$ cat src/hdl/csr_route_map.vh
`ifndef CSR_ROUTE_MAP_VH
`define CSR_ROUTE_MAP_VH
// ----------------------------------------------------------------
// Register offsets (byte addresses)
// ----------------------------------------------------------------
`define CSR_OFS_DRIVER     12'h340
`define CSR_OFS_SOURCE     12'h344
`define CSR_OFS_LINE_OE_N  12'h348
`define CSR_OFS_LINE_OUT   12'h34c
`define CSR_OFS_STATUS     12'h350
// ----------------------------------------------------------------
// Field positions
// ----------------------------------------------------------------
`define CSR_FLD_CLK1_LSB   0
`define CSR_FLD_CLK2_LSB   2
`define CSR_FLD_FRAME_LSB  4
// ----------------------------------------------------------------
// Field codes
// ----------------------------------------------------------------
`define CSR_CODE_REAR      2'b10
`define CSR_CODE_FRONT     2'b11
// ----------------------------------------------------------------
// Reset values
// ----------------------------------------------------------------
`define CSR_RST_DRIVER     6'h00
`define CSR_RST_SOURCE     6'h00
`define CSR_RST_LINE_OE_N  8'h00   // No line driven until software asks
`define CSR_RST_LINE_OUT   8'h00
`endif

$ cat src/hdl/csr_sync2.v
`timescale 1ns/100ps
// ----------------------------------------------------------------
// Two-stage synchroniser for a bundle of pins
// ----------------------------------------------------------------
module csr_sync2 #(
    parameter W = 8
) (
    input  wire         core_clk_i,
    input  wire         srst_i,
    input  wire [W-1:0] async_i,
    output wire [W-1:0] sync_o
);
    reg [W-1:0] meta_q;
    reg [W-1:0] sync_q;

    // First stage is read only by the second stage
    always @(posedge core_clk_i) begin
        if (srst_i) begin
            meta_q <= {W{1'b0}};
            sync_q <= {W{1'b0}};
        end else begin
            meta_q <= async_i;
            sync_q <= meta_q;
        end
    end

    assign sync_o = sync_q;
endmodule

$ cat src/hdl/csr_route.v
// Contract
// - Clock-1 driver field 1:0: 0x off, 10 rear pin, 11 front line 1.
// - Clock-2 driver field 3:2: 10 rear pin, 11 front line 3.
// - Frame driver field 5:4: 0x off, 10 rear pin, 11 front line 5.
// - Generator reaches front line only if selected and line enable_n cleared.
// - Set line output enable drives line output register, overriding generators.
// - Selected sources feed the internal clocks and frame pulse to sequencers.
// - Frame source field 5:4: 0x generator, 10 rear input, 11 line 5.
// - Clock-2 source field 3:2: 10 rear input, 11 line 3.
// - Clock-1 source field 1:0: 0x generator, 10 rear input, 11 line 1.
//
// The AHB-Lite interface to the registers was left to the implementer.
`timescale 1ns/100ps
`include "csr_route_map.vh"
module csr_route (
    input  wire        core_clk_i,
    input  wire        srst_i,
    // AHB-Lite slave
    input  wire        hsel_i,
    input  wire [11:0] haddr_i,
    input  wire [1:0]  htrans_i,
    input  wire        hwrite_i,
    input  wire [2:0]  hsize_i,
    input  wire [31:0] hwdata_i,
    input  wire        hready_i,
    output wire [31:0] hrdata_o,
    output wire        hreadyout_o,
    output wire        hresp_o,
    // On-board generator outputs (same clock domain)
    input  wire        gen_clk1_i,
    input  wire        gen_clk2_i,
    input  wire        gen_frame_i,
    // Rear connector pins
    input  wire        rear_clk1_i,
    input  wire        rear_clk2_i,
    input  wire        rear_frame_i,
    output wire        rear_clk1_o,
    output wire        rear_clk1_oe_o,
    output wire        rear_clk2_o,
    output wire        rear_clk2_oe_o,
    output wire        rear_frame_o,
    output wire        rear_frame_oe_o,
    // Front digital lines, index 0 is line 1
    input  wire [7:0]  line_i,
    output wire [7:0]  line_o,
    output wire [7:0]  line_oe_o,
    // Signals to the conversion sequencers
    output wire        first_conversion_clock_o,
    output wire        second_conversion_clock_o,
    output wire        frame_pulse_o
);
    // ------------------------------------------------------------
    // Functions
    // ------------------------------------------------------------
    // Source pick for one signal by its 2-bit select code
    function pick_src;
        input [1:0] code;
        input       gen;
        input       rear;
        input       front;
        begin
            if (code == `CSR_CODE_REAR) begin
                pick_src = rear;
            end else if (code == `CSR_CODE_FRONT) begin
                pick_src = front;
            end else begin
                pick_src = gen;
            end
        end
    endfunction

    // ------------------------------------------------------------
    // Registers
    // ------------------------------------------------------------
    reg  [5:0]  drv_q;
    reg  [5:0]  src_q;
    reg  [7:0]  line_oe_n_q;
    reg  [7:0]  line_out_q;
    reg         wr_pend_q;
    reg  [11:0] wr_addr_q;
    reg  [31:0] rdata_q;
    reg  [2:0]  rear_out_q;
    reg  [2:0]  rear_oe_q;
    reg  [7:0]  line_o_q;
    reg  [7:0]  line_oe_q;
    reg  [2:0]  conv_q;

    wire [7:0]  line_sync;
    wire [2:0]  rear_sync;
    wire [1:0]  first_clock_driver_select;
    wire [1:0]  second_clock_driver_select;
    wire [1:0]  frame_pulse_driver_select;
    wire [1:0]  first_clock_source_select;
    wire [1:0]  second_clock_source_select;
    wire [1:0]  frame_pulse_source_select;
    wire [7:0]  line_output_enable_n;
    wire        addr_ok;
    wire        rd_req;
    wire        wr_req;
    reg  [31:0] rd_mux;
    reg  [7:0]  line_nxt;
    reg  [7:0]  line_oe_nxt;

    assign first_clock_driver_select  = drv_q[`CSR_FLD_CLK1_LSB +: 2];
    assign second_clock_driver_select = drv_q[`CSR_FLD_CLK2_LSB +: 2];
    assign frame_pulse_driver_select  = drv_q[`CSR_FLD_FRAME_LSB +: 2];
    assign first_clock_source_select  = src_q[`CSR_FLD_CLK1_LSB +: 2];
    assign second_clock_source_select = src_q[`CSR_FLD_CLK2_LSB +: 2];
    assign frame_pulse_source_select  = src_q[`CSR_FLD_FRAME_LSB +: 2];
    assign line_output_enable_n       = line_oe_n_q;

    // ------------------------------------------------------------
    // Pin synchronisers
    // ------------------------------------------------------------
    csr_sync2 #(.W(8)) u_line_sync (
        .core_clk_i (core_clk_i),
        .srst_i     (srst_i),
        .async_i    (line_i),
        .sync_o     (line_sync)
    );

    csr_sync2 #(.W(3)) u_rear_sync (
        .core_clk_i (core_clk_i),
        .srst_i     (srst_i),
        .async_i    ({rear_frame_i, rear_clk2_i, rear_clk1_i}),
        .sync_o     (rear_sync)
    );

    // ------------------------------------------------------------
    // AHB-Lite slave, zero wait states, always OKAY
    // ------------------------------------------------------------
    assign addr_ok = (haddr_i == `CSR_OFS_DRIVER) || (haddr_i == `CSR_OFS_SOURCE) ||
                     (haddr_i == `CSR_OFS_LINE_OE_N) || (haddr_i == `CSR_OFS_LINE_OUT) ||
                     (haddr_i == `CSR_OFS_STATUS);
    assign rd_req  = hsel_i && hready_i && htrans_i[1] && !hwrite_i;
    assign wr_req  = hsel_i && hready_i && htrans_i[1] && hwrite_i;

    // Read decode; unmapped addresses read zero
    always @* begin
        rd_mux = 32'h0000_0000;
        case (haddr_i)
            `CSR_OFS_DRIVER:    rd_mux = {26'h0, drv_q};
            `CSR_OFS_SOURCE:    rd_mux = {26'h0, src_q};
            `CSR_OFS_LINE_OE_N: rd_mux = {24'h0, line_oe_n_q};
            `CSR_OFS_LINE_OUT:  rd_mux = {24'h0, line_out_q};
            `CSR_OFS_STATUS:    rd_mux = {13'h0, conv_q, 8'h00, line_sync};
            default:            rd_mux = 32'h0000_0000;
        endcase
    end

    // Write data lands one cycle after the address phase
    always @(posedge core_clk_i) begin
        if (srst_i) begin
            wr_pend_q   <= 1'b0;
            wr_addr_q   <= 12'h000;
            rdata_q     <= 32'h0000_0000;
            drv_q       <= `CSR_RST_DRIVER;
            src_q       <= `CSR_RST_SOURCE;
            line_oe_n_q <= `CSR_RST_LINE_OE_N;
            line_out_q  <= `CSR_RST_LINE_OUT;
        end else begin
            wr_pend_q <= wr_req && addr_ok;
            wr_addr_q <= haddr_i;
            if (rd_req) begin
                rdata_q <= rd_mux;
            end
            if (wr_pend_q) begin
                case (wr_addr_q)
                    `CSR_OFS_DRIVER:    drv_q       <= hwdata_i[5:0];
                    `CSR_OFS_SOURCE:    src_q       <= hwdata_i[5:0];
                    `CSR_OFS_LINE_OE_N: line_oe_n_q <= hwdata_i[7:0];
                    `CSR_OFS_LINE_OUT:  line_out_q  <= hwdata_i[7:0];
                    default:            drv_q       <= drv_q;
                endcase
            end
        end
    end

    assign hrdata_o    = rdata_q;
    assign hreadyout_o = 1'b1;
    assign hresp_o     = 1'b0;

    // ------------------------------------------------------------
    // Front line drive
    // ------------------------------------------------------------
    // Set enable bit: register value wins; cleared bit lets a selected generator out
    always @* begin
        line_nxt    = line_out_q;
        line_oe_nxt = line_output_enable_n;
        if (!line_output_enable_n[0] && first_clock_driver_select == `CSR_CODE_FRONT) begin
            line_nxt[0]    = gen_clk1_i;
            line_oe_nxt[0] = 1'b1;
        end
        if (!line_output_enable_n[2] && second_clock_driver_select == `CSR_CODE_FRONT) begin
            line_nxt[2]    = gen_clk2_i;
            line_oe_nxt[2] = 1'b1;
        end
        if (!line_output_enable_n[4] && frame_pulse_driver_select == `CSR_CODE_FRONT) begin
            line_nxt[4]    = gen_frame_i;
            line_oe_nxt[4] = 1'b1;
        end
    end

    // ------------------------------------------------------------
    // Output flops: one cycle of latency, glitch-free pins
    // ------------------------------------------------------------
    always @(posedge core_clk_i) begin
        if (srst_i) begin
            rear_out_q <= 3'b000;
            rear_oe_q  <= 3'b000;
            line_o_q   <= 8'h00;
            line_oe_q  <= 8'h00;
            conv_q     <= 3'b000;
        end else begin
            rear_out_q <= {gen_frame_i, gen_clk2_i, gen_clk1_i};
            rear_oe_q  <= {frame_pulse_driver_select == `CSR_CODE_REAR,
                           second_clock_driver_select == `CSR_CODE_REAR,
                           first_clock_driver_select == `CSR_CODE_REAR};
            line_o_q   <= line_nxt;
            line_oe_q  <= line_oe_nxt;
            // Front picks read the received line level
            conv_q[0]  <= pick_src(first_clock_source_select, gen_clk1_i,
                                   rear_sync[0], line_sync[0]);
            conv_q[1]  <= pick_src(second_clock_source_select, gen_clk2_i,
                                   rear_sync[1], line_sync[2]);
            conv_q[2]  <= pick_src(frame_pulse_source_select, gen_frame_i,
                                   rear_sync[2], line_sync[4]);
        end
    end

    assign rear_clk1_o     = rear_out_q[0];
    assign rear_clk2_o     = rear_out_q[1];
    assign rear_frame_o    = rear_out_q[2];
    assign rear_clk1_oe_o  = rear_oe_q[0];
    assign rear_clk2_oe_o  = rear_oe_q[1];
    assign rear_frame_oe_o = rear_oe_q[2];
    assign line_o          = line_o_q;
    assign line_oe_o       = line_oe_q;
    // Sequencers see the selected sources
    assign first_conversion_clock_o  = conv_q[0];
    assign second_conversion_clock_o = conv_q[1];
    assign frame_pulse_o             = conv_q[2];
endmodule

$ cat config.mk
export PLATFORM = sky130hd
export DESIGN_NAME = csr_route
export DESIGN_NICKNAME = d
export VERILOG_FILES = /design/src/hdl/csr_sync2.v /design/src/hdl/csr_route.v
export VERILOG_INCLUDE_DIRS = /design/src /design/src/hdl
export SDC_FILE = /design/constraint.sdc
export NUM_CORES = 1
export LEC_CHECK = 0
export BUFFER_PORTS_ARGS = -buffer_cell sky130_fd_sc_hd__buf_2
export CELL_PAD_IN_SITES_DETAIL_PLACEMENT = 1
export CELL_PAD_IN_SITES_GLOBAL_PLACEMENT = 1
export CORE_UTILIZATION = 41
export CTS_CLUSTER_DIAMETER = 60
export CTS_CLUSTER_SIZE = 28
export DETAILED_ROUTE_END_ITERATION = 7
export GPL_ROUTABILITY_DRIVEN = 0
export GPL_TIMING_DRIVEN = 0
export PLACE_DENSITY_LB_ADDON = 0.1
export SLEW_MARGIN = 40
export SYNTH_ARGS = -nofsm -noshare
export SYNTH_HDL_FRONTEND = slang
export SYNTH_HIERARCHICAL = 1
export SYNTH_SLANG_ARGS = --single-unit
$ cat constraint.sdc
create_clock -name core_clk_i -period 3.15 [get_ports core_clk_i]
set_input_delay 0.1575 -clock core_clk_i [delete_from_list [all_inputs] [get_ports core_clk_i]]
set_output_delay 0.1575 -clock core_clk_i [all_outputs]
set_load 0.02 [all_outputs]
* Word level (Yosys, flattened, before mapping) *
Cells that the tools add are included.

cells by class
  reductions and logical operators = 20
  eq/ne operators = 21
  multiplexer cells = 13

operator list
  kind                    number
  $eq A12 B10 Y1 const B  9
  $pmux W19 S5            1
  $eq A2 B2 Y1 const B    12
  $mux W1                 12
  $logic_and A1 B1 Y1     8
  $reduce_and A2 Y1       4
  $logic_not A1 Y1        4
  $logic_or A1 B1 Y1      4

storage, ports and cells
  register bits = 120
  logic and storage cells = 70
  output and inout port bits = 59
  input port bits = 68

* Depth between registers and ports, before layout *
Gate-level depths: netlist (run 1).

  word-level depth = 6
  depth in mapped cells = 6
  depth with buffers taken out = 4

* Modules after synthesis *
The synthesis (run 1) kept the hierarchy.

by module, submodules not included
  module                   times used  seq. area each (um^2)  area each (um^2)  cells an instance
  csr_route                1           1541.5                 3178.0            314
  csr_sync2 (u_line_sync)  1           320.3                  464.2             33
  csr_sync2 (u_rear_sync)  1           120.1                  157.7             12

* Worst setup path before layout (run 1) *
OpenSTA, ideal clock, no wires.

  path kind = register to register
  start = reg wr_addr_q[1]
  end = reg drv_q[0]
  slack = 1.720 ns
  stages on the path, launching flop included = 5
  data required time = 3.022 ns
  clock period less this slack = 1.430 ns
  path buffers = 0
  data arrival time = 1.302 ns
  setup time = 0.128 ns
  path through = dfxtp_1 > nor4_2 > nand4_1 > mux2i_1 > nor2_1

between the ends
  longest elaborated chain between the ends = 2

ends and longest elaborated chain
  what                                RTL line         RTL
  start: declaration                  csr_route.v:80   reg [11:0] wr_addr_q;
  start signal: assignment            csr_route.v:163  wr_addr_q <= haddr_i;
  $eq A12 B10 Y1                      csr_route.v:168  case (wr_addr_q)
  $reduce_and A2 Y1 (no source line)  n/a
  end signal: assignment              csr_route.v:157  drv_q <= `CSR_RST_DRIVER;
  end signal: assignment              csr_route.v:169  `CSR_OFS_DRIVER: drv_q <= hwdata_i[5:0];
  end signal: assignment              csr_route.v:173  default: drv_q <= drv_q;
  end: declaration                    csr_route.v:75   reg [5:0] drv_q;

Every way passes these cells.
A chain may end at the register's enable or synchronous reset.

* Worst setup path after layout (run 1) *
  start = reg wr_addr_q[1]
  end = reg src_q[5]

between the ends
  longest elaborated chain between the ends = 2

ends and longest elaborated chain
  what                                RTL line         RTL
  $eq A12 B10 Y1                      csr_route.v:168
  $reduce_and A2 Y1 (no source line)  n/a
  end signal: assignment              csr_route.v:158  src_q <= `CSR_RST_SOURCE;
  end signal: assignment              csr_route.v:170  `CSR_OFS_SOURCE: src_q <= hwdata_i[5:0];
  end: declaration                    csr_route.v:76   reg [5:0] src_q;

Every way passes these cells.

==> metrics.cfg, run 1 <==
[yosys]
synth_ff_type = dfxtp_1
synth.top_cell.area_share = 0.522
yosysWarnings = 6
synth_cell_types = 40
synth-seq-cells = 99
synth_edf_count = 0
synth-simple-area-share = 0.228
synth.area.top_cells = dfxtp_1 52%, mux2i_1 13%, nor2b_1 5.6%
syn_inst = 359
synth_mux_area_frac = 0.126
yosys.area_share.adder = 0
synth_top_family_by_area = simple AND/OR/NAND/NOR gates
synth_area_per_cell_um2 = 10.6
synth-xor-area-share = 0
synth_compound_area_frac = 0.0550
syn_area_um2 = 3800
synth-async-reset-ratio = 0
yosys.area.top_type = dfxtp_1
synth_seq_area_share = 0.522

[layout]
synthToLayoutAreaGrowth_pct = 22.4
num-nets-final = 538
n_fill_cell = 1029
drive_above_1_share = 0.283
antenna_cells = 0

[clock_network]
cts_hold_buf = 5
path_clk_slew_ns = 0.09
cts_buffer_depth = 2
cts_tree = built
cts.sinks = 99
clockRootBuffer = clkbuf_8
cts_buffers = 9
post_cts_buffers = 0
cts_max_level = 3
worstSkewPairLatency_ns = 0.36
cts.repair.resized = 0

[power_and_ir_drop]
power_mw = 2.36
clkPwrFrac = 0.377
intPower_mw = 1.81
p_sw_frac = 0.230
p_per_area_nw_per_um2 = 507
power_switching_mw = 0.542
power_frac_comb = 0.077
seq_power_share = 0.546
ir_worst_vdd_mv = 0.191
power_leakage_nw = 2.13

[global_route]
grt_pass1_wl_um = 15200
grt_max_degree = 16
overflow = 0
antenna_found_initial = 0
grt_pass1_vias = 2963
track_usage = 0.208

[hold_path]
hold_depth = 2
hold_path.class = input port to flop

[worst_setup_path]
cp_cell_sequence = nor4_2 > nand4_1 > mux2i_1 > nor2_1
ff2ff_path_depth = 4
crit_required_ns = 3.39
critPathMaxStageDelay_ns = 0.59
slowest_stage = nand4_1
cp-start-kind = flop
arrival_ns = 2.17
critPathCaptureType = flop
crit_type = flop to flop
crit_path_max_fanout = 6

[routing]
postRouteAntennaNets = 0
remaining_drc_errors = 3
detail_route.wl_per_cell_um = 16.3
drt-pass1-iter-count = 6
drtIter0Drc = 46
avgViaCountPerCell = 4.96
wl_um = 9510
num_vias = 2886

[placement]
dp.final_hpwl_um = 6950
place_ws_ns = 1.03
port_buffers = 74

[sta]
period_share = 0.613
slew_headroom = 0.527
setup_viol = 0
final_period_minus_worst_setup_slack_ns = 1.93
tns_ns = 0
slew_viol_final = 0
worstMarginPinSlew_ns = 0.710
whs_ns = 0.0134
rsz0062_at_grt = false
skew_ns = 0.00849
hold_violations = 0
fin_ws_ns = 1.22
fmax_ghz = 0.518

[die]
core_region_area_um2 = 8850
rows = 34
pin_count = 127
die_w_um = 98.3
start_util = 0.429
die-area_um2 = 9660
die_h_um = 98.3

[run_status]
violations = DRC
status = finished with violations

[run]
cap_violations = 0

==> power groups by stage <==
stage / combinational, mW / clock [mW] / sequential [mW]
after floorplan: 0.108 / 0 / 1.32
after detailed placement: 0.175 / 0 / 1.32
after global routing: 0.196 / 0.964 / 1.29
final: 0.180 / 0.889 / 1.29
after global placement: 0.172 / 0 / 1.31
after CTS: 0.180 / 0.907 / 1.29
==> registers in the layout, summed over array words and instances, names as in the netlist, 6 cells and up <==
name and cells:
src_q 6, line_oe_n_q 8, drv_q 6, wr_addr_q 12, line_out_q 8, u_line_sync/sync_o 8
hrdata_o 11, line_oe_o 8, line_o 8, u_line_sync/meta_q 8
==> synthesized netlist by cell type (5+ instances only) <==
| library cell | count |
|---|---|
| a21oi_1 | 6 |
| a31oi_1 | 5 |
| and2b_2 | 6 |
| buf_4 | 25 |
| clkbuf_1 | 11 |
| dfxtp_1 | 99 |
| mux2i_1 | 48 |
| nor2_1 | 48 |
| nor2b_1 | 34 |
| nor2b_2 | 7 |
| nor3b_1 | 12 |
| o21ai_1 | 6 |
| o22a_1 | 6 |
==> final cells by class <==
cell class / count / area (um^2) / share of cell area
Clock buffer: 10 / 138 / 0.0296
Tap cell: 108 / 135 / 0.0291
Timing Repair Buffer: 79 / 420 / 0.0904
Sequential cell: 99 / 1980 / 0.426
Multi-Input combinational cell: 240 / 1640 / 0.353
Clock inverter: 5 / 77.6 / 0.0167
Buffer: 41 / 256 / 0.0552
==> final timing paths <==
kind                                              end                  start  slack [ns]
worst max-delay path                         src_q[5]           wr_addr_q[1]        1.22
worst min-delay path            u_line_sync/meta_q[3]              line_i[3]        0.01
worst max register to register               src_q[5]           wr_addr_q[1]        1.22
worst min register to register  u_line_sync/sync_o[3]  u_line_sync/meta_q[3]        0.44
==> metrics by stage <==
step	cell area (um^2)	utilization	instances
floorplan	3880	-	380
global placement	4380	0.495	562
detailed placement	4380	0.495	562
CTS	4650	0.525	582
global route	4650	0.525	582
finish	4650	0.525	582
==> routing by layer <==
layer,part of all wire,track usage
met5,0,0
met3,0.037,0.0351
met1,0.43,0.245
met4,0.021,0.0792
met2,0.52,0.378
==> critical path, delay by kind of cell, from the launching register on <==
kind / cells / cell delay [ns]
flip-flops: 1 / 0.32
multiplexers: 1 / 0.35
AND/OR/NAND/NOR: 3 / 1.14
==> placed cells by master (no fill, tap or decap), types with 5 or more instances in the layout <==
master	count
dfxtp_1	99
buf_2	75
mux2i_1	48
nor2_1	48
nor2b_1	34
buf_4	25
conb_1	23
nor3b_1	12
clkbuf_1	11
clkbuf_8	10
nor2b_2	7
o22a_1	6
o21ai_1	6
a21oi_1	6
and2b_2	6
a31oi_1	5
dlygate4sd3_1	5
==> kinds of logic after synthesis <==
kind of cell,after synthesis
AOI/OAI and AO/OA,32
buffers and inverters,41
DFF,99
muxes,48
other,2
and+or+nand+nor,137
Power figures use the tool's default switching activity.
==> run 2: changes to the inputs <==
--- a/config.mk
+++ b/config.mk
@@ -6,10 +6,11 @@
 export SDC_FILE = /design/constraint.sdc
 export NUM_CORES = 1
 export LEC_CHECK = 0
+export ABC_AREA = 1
 export BUFFER_PORTS_ARGS = -buffer_cell sky130_fd_sc_hd__buf_2
 export CELL_PAD_IN_SITES_DETAIL_PLACEMENT = 1
 export CELL_PAD_IN_SITES_GLOBAL_PLACEMENT = 1
-export CORE_UTILIZATION = 41
+export CORE_UTILIZATION = 33
 export CTS_CLUSTER_DIAMETER = 60
 export CTS_CLUSTER_SIZE = 28
 export DETAILED_ROUTE_END_ITERATION = 7
==> constraint.sdc (replaced) <==
create_clock -name core_clk_i -period 1.7 [get_ports core_clk_i]
set_input_delay 0.085 -clock core_clk_i [delete_from_list [all_inputs] [get_ports core_clk_i]]
set_output_delay 0.085 -clock core_clk_i [all_outputs]
set_load 0.02 [all_outputs]
==> run 2 against run 1 <==
Net effect: the run still ends with DRC left; synthesized area increased by 5.7%; total power increased by 110%; critical path depth increased by 6; global-route usage decreased by 2.8 points; clock skew decreased by 0.0039 ns.
==> metrics.cfg, run 2 <==
[routing]
num_vias = 3373  ; +17%
postRouteAntennaNets = 0  ; unchanged
drtIter0Drc = 125  ; +170%
drt-pass1-iter-count = 7  ; +1
avgViaCountPerCell = 4.47  ; -9.9%
detail_route.wl_per_cell_um = 14.3  ; -12%
remaining_drc_errors = 7  ; +4
wl_um = 10800  ; +14%

[clock_network]
worstSkewPairLatency_ns = 0.34  ; -0.02 ns
cts_tree = built
cts_buffers = 9  ; unchanged
clockRootBuffer = clkbuf_16
cts_buffer_depth = 2  ; unchanged
cts_max_level = 3  ; unchanged
path_clk_slew_ns = 0.06  ; -0.03 ns
cts.sinks = 99  ; unchanged

[sta]
fmax_ghz = 0.696
worstMarginPinSlew_ns = 0.622  ; -0.0874 ns
slew_viol_final = 0  ; unchanged
slew_headroom = 0.585  ; +0.0583
period_share = 0.845
skew_ns = 0.00456  ; -0.00393 ns
hold_violations = 0  ; unchanged
final_period_minus_worst_setup_slack_ns = 1.44
setup_viol = 0  ; unchanged
rsz0062_at_grt = false
tns_ns = 0  ; unchanged

[run]
cap_violations = 0  ; unchanged

[worst_setup_path]
crit_type = input port to flop
cp-start-kind = input port
arrival_ns = 1.71  ; -0.46 ns
crit_required_ns = 1.97  ; -1.42 ns
crit_path_max_fanout = 10  ; +4
reg2reg_slack_ns = 0.31  ; -0.91 ns
ff2ff_path_depth = 6  ; +2
r2r_end = drv_q[1]
critPathCaptureType = flop
reg2reg_from = wr_addr_q[1]

[yosys]
synth_cell_types = 33  ; -18%
yosys.area.top_type = dfxtp_1
synth_edf_count = 0  ; unchanged
synth.top_cell.area_share = 0.494  ; -0.0280
syn_area_um2 = 4020  ; +5.7%
synth_ff_type = dfxtp_1
synth-async-reset-ratio = 0  ; unchanged
synth_area_per_cell_um2 = 8.36  ; -21%
synth.most_common_cell = dfxtp_1
synth.area.top_cells = dfxtp_1 49%, inv_1 6.7%, nor2_1 6.2%
synth_seq_area_share = 0.494  ; -0.0280
synth_common_cells = 99 x dfxtp_1, 72 x inv_1, 66 x nor2_1
synth-seq-cells = 99  ; unchanged
yosysWarnings = 6  ; unchanged
syn_inst = 480  ; +34%

[power_and_ir_drop]
clkPwrFrac = 0.423  ; +0.046
power_frac_comb = 0.085  ; +0.008
power_leakage_nw = 2.39  ; +12%
intPower_mw = 3.77  ; +110%
p_per_area_nw_per_um2 = 943  ; +86%
power_switching_mw = 1.09  ; +100%
ir_worst_vdd_mv = 0.362  ; +89%
seq_power_share = 0.492  ; -0.054
p_sw_frac = 0.225  ; -0.00535

[layout]
layout_commonest_cell = dfxtp_1
antenna_cells = 0  ; unchanged
final_util = 0.444  ; -0.0812
seq_area_um2 = 1980  ; unchanged
drive_above_1_share = 0.268  ; -0.0147
largest_reg_flops = 12  ; unchanged
most-common-layout-cells = 99 x dfxtp_1, 76 x buf_2, 72 x inv_1
regMostFlops = wr_addr_q
n_fill_cell = 1434  ; +39%
num-nets-final = 675  ; +25%
synthToLayoutAreaGrowth_pct = 28.5
multiInputGateArea_um2 = 1500  ; -8.5%

[hold_path]
hold_path.class = input port to flop
hold_depth = 3  ; +1
hp-start = hwrite_i
whs_endpoint = wr_pend_q

[placement]
dp.final_hpwl_um = 8300  ; +19%
port_buffers = 75  ; +1.4%

[die]
pin_count = 127  ; unchanged
die-area_um2 = 12600  ; +31%
rows = 39  ; +15%
start_util = 0.346  ; -0.0837
core_region_area_um2 = 11600  ; +31%
die_w_um = 112  ; +14%
die_h_um = 112  ; +14%

[global_route]
grt_pass1_wl_um = 17400  ; +15%
grt_max_degree = 15  ; -1
grt_pass1_vias = 3405  ; +15%
track_usage = 0.180  ; -0.0284
overflow = 0  ; unchanged
antenna_found_initial = 0  ; unchanged

[run_status]
violations = DRC
status = finished with violations

[run 2: kinds of logic (layout without fill, tap and decap cells)]
logic type / after synthesis / after routing / share of synthesized area
other cells: 2 / 23 / 0.00187
simple gates: 171 / 171 / 0.231
compound gates: 89 / 89 / 0.122
buf+inv: 119 / 230 / 0.152
flops: 99 / 99 / 0.494
[run 2: layout make-up]
| cell class | count | share of cell area |
|---|---|---|
| Inverter | 78 | 0.0567 |
| Multi-Input combinational cell | 283 | 0.291 |
| Tap cell | 143 | 0.0347 |
| Timing Repair Buffer | 95 | 0.112 |
| Sequential cell | 99 | 0.384 |
| Buffer | 41 | 0.0616 |
| Clock buffer | 16 | 0.0604 |
[run 2: repair_timing]
| item | in CTS | in global routing |
|---|---|---|
| gates resized for setup | 0 | 0 |
| hold endpoints to repair | 20 | 0 |
| setup buffers | 0 | 0 |
| hold buffers | 20 | 0 |
[run 2: worst max-delay path, cell delays in order]
cell and delay (ns):
dlygate4sd3_1 0.55, buf_2 0.15, nor2_4 0.15, nand2_4 0.10, nor2_8 0.18, buf_12 0.15
nand3_2 0.06, nand2_1 0.09, nor2_1 0.05, a21oi_2 0.13
[run 2: power by group through the flow]
stage	logic (mW)	clock network [mW]	registers [mW]
2_1_floorplan	0.225	0	2.46
3_3_place_gp	0.372	0	2.45
3_5_place_dp	0.377	0	2.45
4_1_cts	0.414	2.10	2.40
5_1_grt	0.455	2.20	2.40
6_report	0.413	2.06	2.40
[run 2: metal layers]
layer  GRT usage  routed length, um  vias to the layer above
met1       0.222               4940                     1561
met4      0.0631                103                        0
met3      0.0270                426                        8
met5           0                  0                        -
met2       0.318               5360                       71
li1            -                  -                     1733
[run 2: metrics by stage]
stage,cell area [um^2],hold slack [ns],power (mW),worst slack [ns],instances
floorplan,4090,0.156,2.69,0.483,501
global placement,4650,0.290,2.82,0.0452,719
detailed placement,4650,0.295,2.82,0.0470,719
CTS,5160,0.0130,4.91,0.288,755
global route,5160,0.0166,5.05,0.180,755
finish,5160,0.0145,4.87,0.264,755
[run 2: worst max-delay path by stage]
stage | from | to | slack (ns)
after floorplan | wr_addr_q[1] | line_oe_n_q[5] | 0.48
after global placement | srst_i | src_q[0] | 0.05
after detailed placement | srst_i | src_q[0] | 0.05
after CTS | haddr_i[5] | hrdata_o[3] | 0.29
after global routing | haddr_i[5] | hrdata_o[1] | 0.18
final | haddr_i[7] | hrdata_o[1] | 0.26
==> run 3: changes to the inputs <==
==> constraint.sdc (replaced) <==
create_clock -name core_clk_i -period 1.27 [get_ports core_clk_i]
set_input_delay 0.0635 -clock core_clk_i [delete_from_list [all_inputs] [get_ports core_clk_i]]
set_output_delay 0.0635 -clock core_clk_i [all_outputs]
set_load 0.02 [all_outputs]
==> run 3 against run 2 <==
Net effect: the flow finishes with violations (DRC, setup timing); sequential power rose by 34%; register-to-register slack got worse by 0.44 ns; highest routed layer unchanged; via count rose by 3.7%; global-route usage rose by 0.34 points; count of clock-buffer cells in the layout did not move; final cell count rose by 1.6%; clock skew fell by 0.00066 ns; non-clock buffer count rose by 12; first-iteration DRC count fell by 0.80%.
==> metrics.cfg, run 3 (synthesis gave the netlist of run 2 again) <==
[power_and_ir_drop]
power_frac_comb = 0.090  ; +0.005
power_leakage_nw = 2.54  ; +6.2%
power_mw = 6.56  ; +35%
ir_worst_vdd_mv = 0.484  ; +34%
power_switching_mw = 1.49  ; +37%
intPower_mw = 5.07  ; +34%
seq_power_share = 0.488  ; -0.004
p_sw_frac = 0.228  ; +0.00296
clkPwrFrac = 0.421  ; -0.002
p_per_area_nw_per_um2 = 1200  ; +27%

[layout]
stdcell_count = 767  ; +1.6%
drive_above_1_share = 0.317  ; +0.0493
num-nets-final = 687  ; +1.8%
synthToLayoutAreaGrowth_pct = 36.1
layout_commonest_cell = dfxtp_1
antenna_cells = 0  ; unchanged
most-common-layout-cells = 98 x dfxtp_1, 75 x buf_2, 72 x inv_1
largest_reg_flops = 12  ; unchanged
regMostFlops = wr_addr_q

[die]
die_h_um = 112  ; unchanged
rows = 39  ; unchanged
die_w_um = 112  ; unchanged
die-area_um2 = 12600  ; unchanged
pin_count = 127  ; unchanged
start_util = 0.346  ; unchanged
core_region_area_um2 = 11600  ; unchanged

[sta]
rsz0062_at_grt = true
period_share = 1.10
slew_viol_final = 0  ; unchanged
setup_viol = 27  ; +27
tns_ns = -2.20  ; -2.20 ns
fin_ws_ns = -0.129  ; -0.392 ns
slew_headroom = 0.601  ; +0.0158
fmax_ghz = 0.715
skew_ns = 0.00390  ; -0.000663 ns
final_period_minus_worst_setup_slack_ns = 1.40
hold_violations = 0  ; unchanged
worstMarginPinSlew_ns = 0.599  ; -0.0237 ns
whs_ns = 0.00807  ; -0.00645 ns

[routing]
num_vias = 3498  ; +3.7%
avgViaCountPerCell = 4.56  ; +2.1%
wl_um = 11300  ; +4.1%
met3_length_um = 536  ; +26%
remaining_drc_errors = 7  ; unchanged
wl_met2_um = 5650  ; +5.4%
detail_route.wl_per_cell_um = 14.7  ; +2.5%
wirelength_met1_um = 4900  ; -0.75%
drt-pass1-iter-count = 6  ; -1
postRouteAntennaNets = 0  ; unchanged
top_layer_used = met4
drtIter0Drc = 124  ; -0.80%

[clock_network]
clockRootBuffer = clkbuf_16
cts_tree = built
cts_buffers = 9  ; unchanged
path_clk_slew_ns = 0.06  ; about the same
worstSkewPairLatency_ns = 0.34  ; about the same
cts_buffer_depth = 2  ; unchanged
cts.sinks = 99  ; unchanged
cts_max_level = 3  ; unchanged

[worst_setup_path]
reg2reg_slack_ns = -0.13  ; -0.44 ns
reg2reg_from = wr_addr_q[4]
crit_type = flop to flop
arrival_ns = 1.63  ; -0.08 ns
cp-start-kind = flop
crit_path_max_fanout = 10  ; unchanged
crit_required_ns = 1.50  ; -0.47 ns
r2r_end = drv_q[4]
ff2ff_path_depth = 7  ; +1
critPathCaptureType = flop

[global_route]
grt_pass1_vias = 3506  ; +3.0%
grt_max_degree = 15  ; unchanged
overflow = 0  ; unchanged
grt_pass1_wl_um = 17700  ; +1.7%
antenna_found_initial = 0  ; unchanged
track_usage = 0.183  ; +0.00343

[placement]
port_buffers = 75  ; unchanged
place_ws_ns = -0.362  ; -0.408 ns
dp.cells = 719  ; unchanged
dp.final_hpwl_um = 8300  ; unchanged

[hold_path]
hold_path.class = input port to flop
hp-start = hwdata_i[7]
whs_endpoint = line_out_q[7]
hold_depth = 3  ; unchanged

[run]
cap_violations = 0  ; unchanged

[run_status]
violations = DRC, setup timing
status = finished with violations

[run 3: cell types whose count changed in the layout (fill, tap and decap cells not counted), sizes merged]
cell	change
clkbuf	+1
buf	+7
dlymetal6s4s	+2
dlygate4sd3	+2
[run 3: power groups by stage]
| stage | Sequential, mW | Clock, mW | Combinational (mW) |
|---|---|---|---|
| 6_report | 3.21 | 2.76 | 0.593 |
| 5_1_grt | 3.21 | 2.94 | 0.648 |
| 4_1_cts | 3.21 | 2.81 | 0.575 |
| 3_5_place_dp | 3.28 | 0 | 0.505 |
| 3_3_place_gp | 3.27 | 0 | 0.498 |
| 2_1_floorplan | 3.29 | 0 | 0.302 |
[run 3: how the worst max path moves through the flow]
stage	from	to	slack, ns	depth (start not counted)
2_1_floorplan	wr_addr_q[1]	line_oe_n_q[5]	0.05	6
4_1_cts	wr_addr_q[1]	drv_q[1]	-0.12	6
3_3_place_gp	srst_i	src_q[0]	-0.36	6
3_5_place_dp	srst_i	src_q[0]	-0.36	6
5_1_grt	wr_addr_q[4]	drv_q[4]	-0.18	7
6_report	wr_addr_q[4]	drv_q[4]	-0.13	7
[run 3: final cells by class]
type | instances | area [um^2]
Inverter | 78 | 293
Multi-Input combinational cell | 283 | 1590
Timing Repair Buffer | 107 | 778
Clock buffer | 16 | 312
Buffer | 41 | 329
Fill cell | 1416 | 6150
Tap cell | 143 | 179
Sequential cell | 99 | 1980
[run 3: per-stage QoR]
stage | area (um^2) | util
final | 5460 | 0.470
after global routing | 5460 | 0.470
after CTS | 5350 | 0.460
after detailed placement | 4650 | 0.400
after global placement | 4650 | 0.400
after floorplan | 4090 | -
[run 3: routing by layer]
layer  GRT usage  vias to the layer above
li1            -                     1752
met1       0.223                     1642
met2       0.328                       89
met3      0.0270                       15
met4      0.0658                        0
met5           0                        -
[run 3: worst max-delay path, stage by stage (launching register included)]
cell and delay (ns):
dfxtp_1 0.31, nor2_2 0.12, nand3_2 0.13, nor2_8 0.20
nand3b_2 0.15, buf_6 0.18, o21ai_1 0.14, a21oi_1 0.06
[run 3: timing repair]
| item | CTS | global route |
|---|---|---|
| buffers inserted | 3 | 3 |
| endpoints found under the setup margin | 24 | 36 |
| cloned | 2 | 1 |
| hold buffers | 24 | 0 |
| endpoints found under the hold margin | 24 | 0 |
| resized for setup | 22 | 27 |
| pin swaps | 3 | 6 |
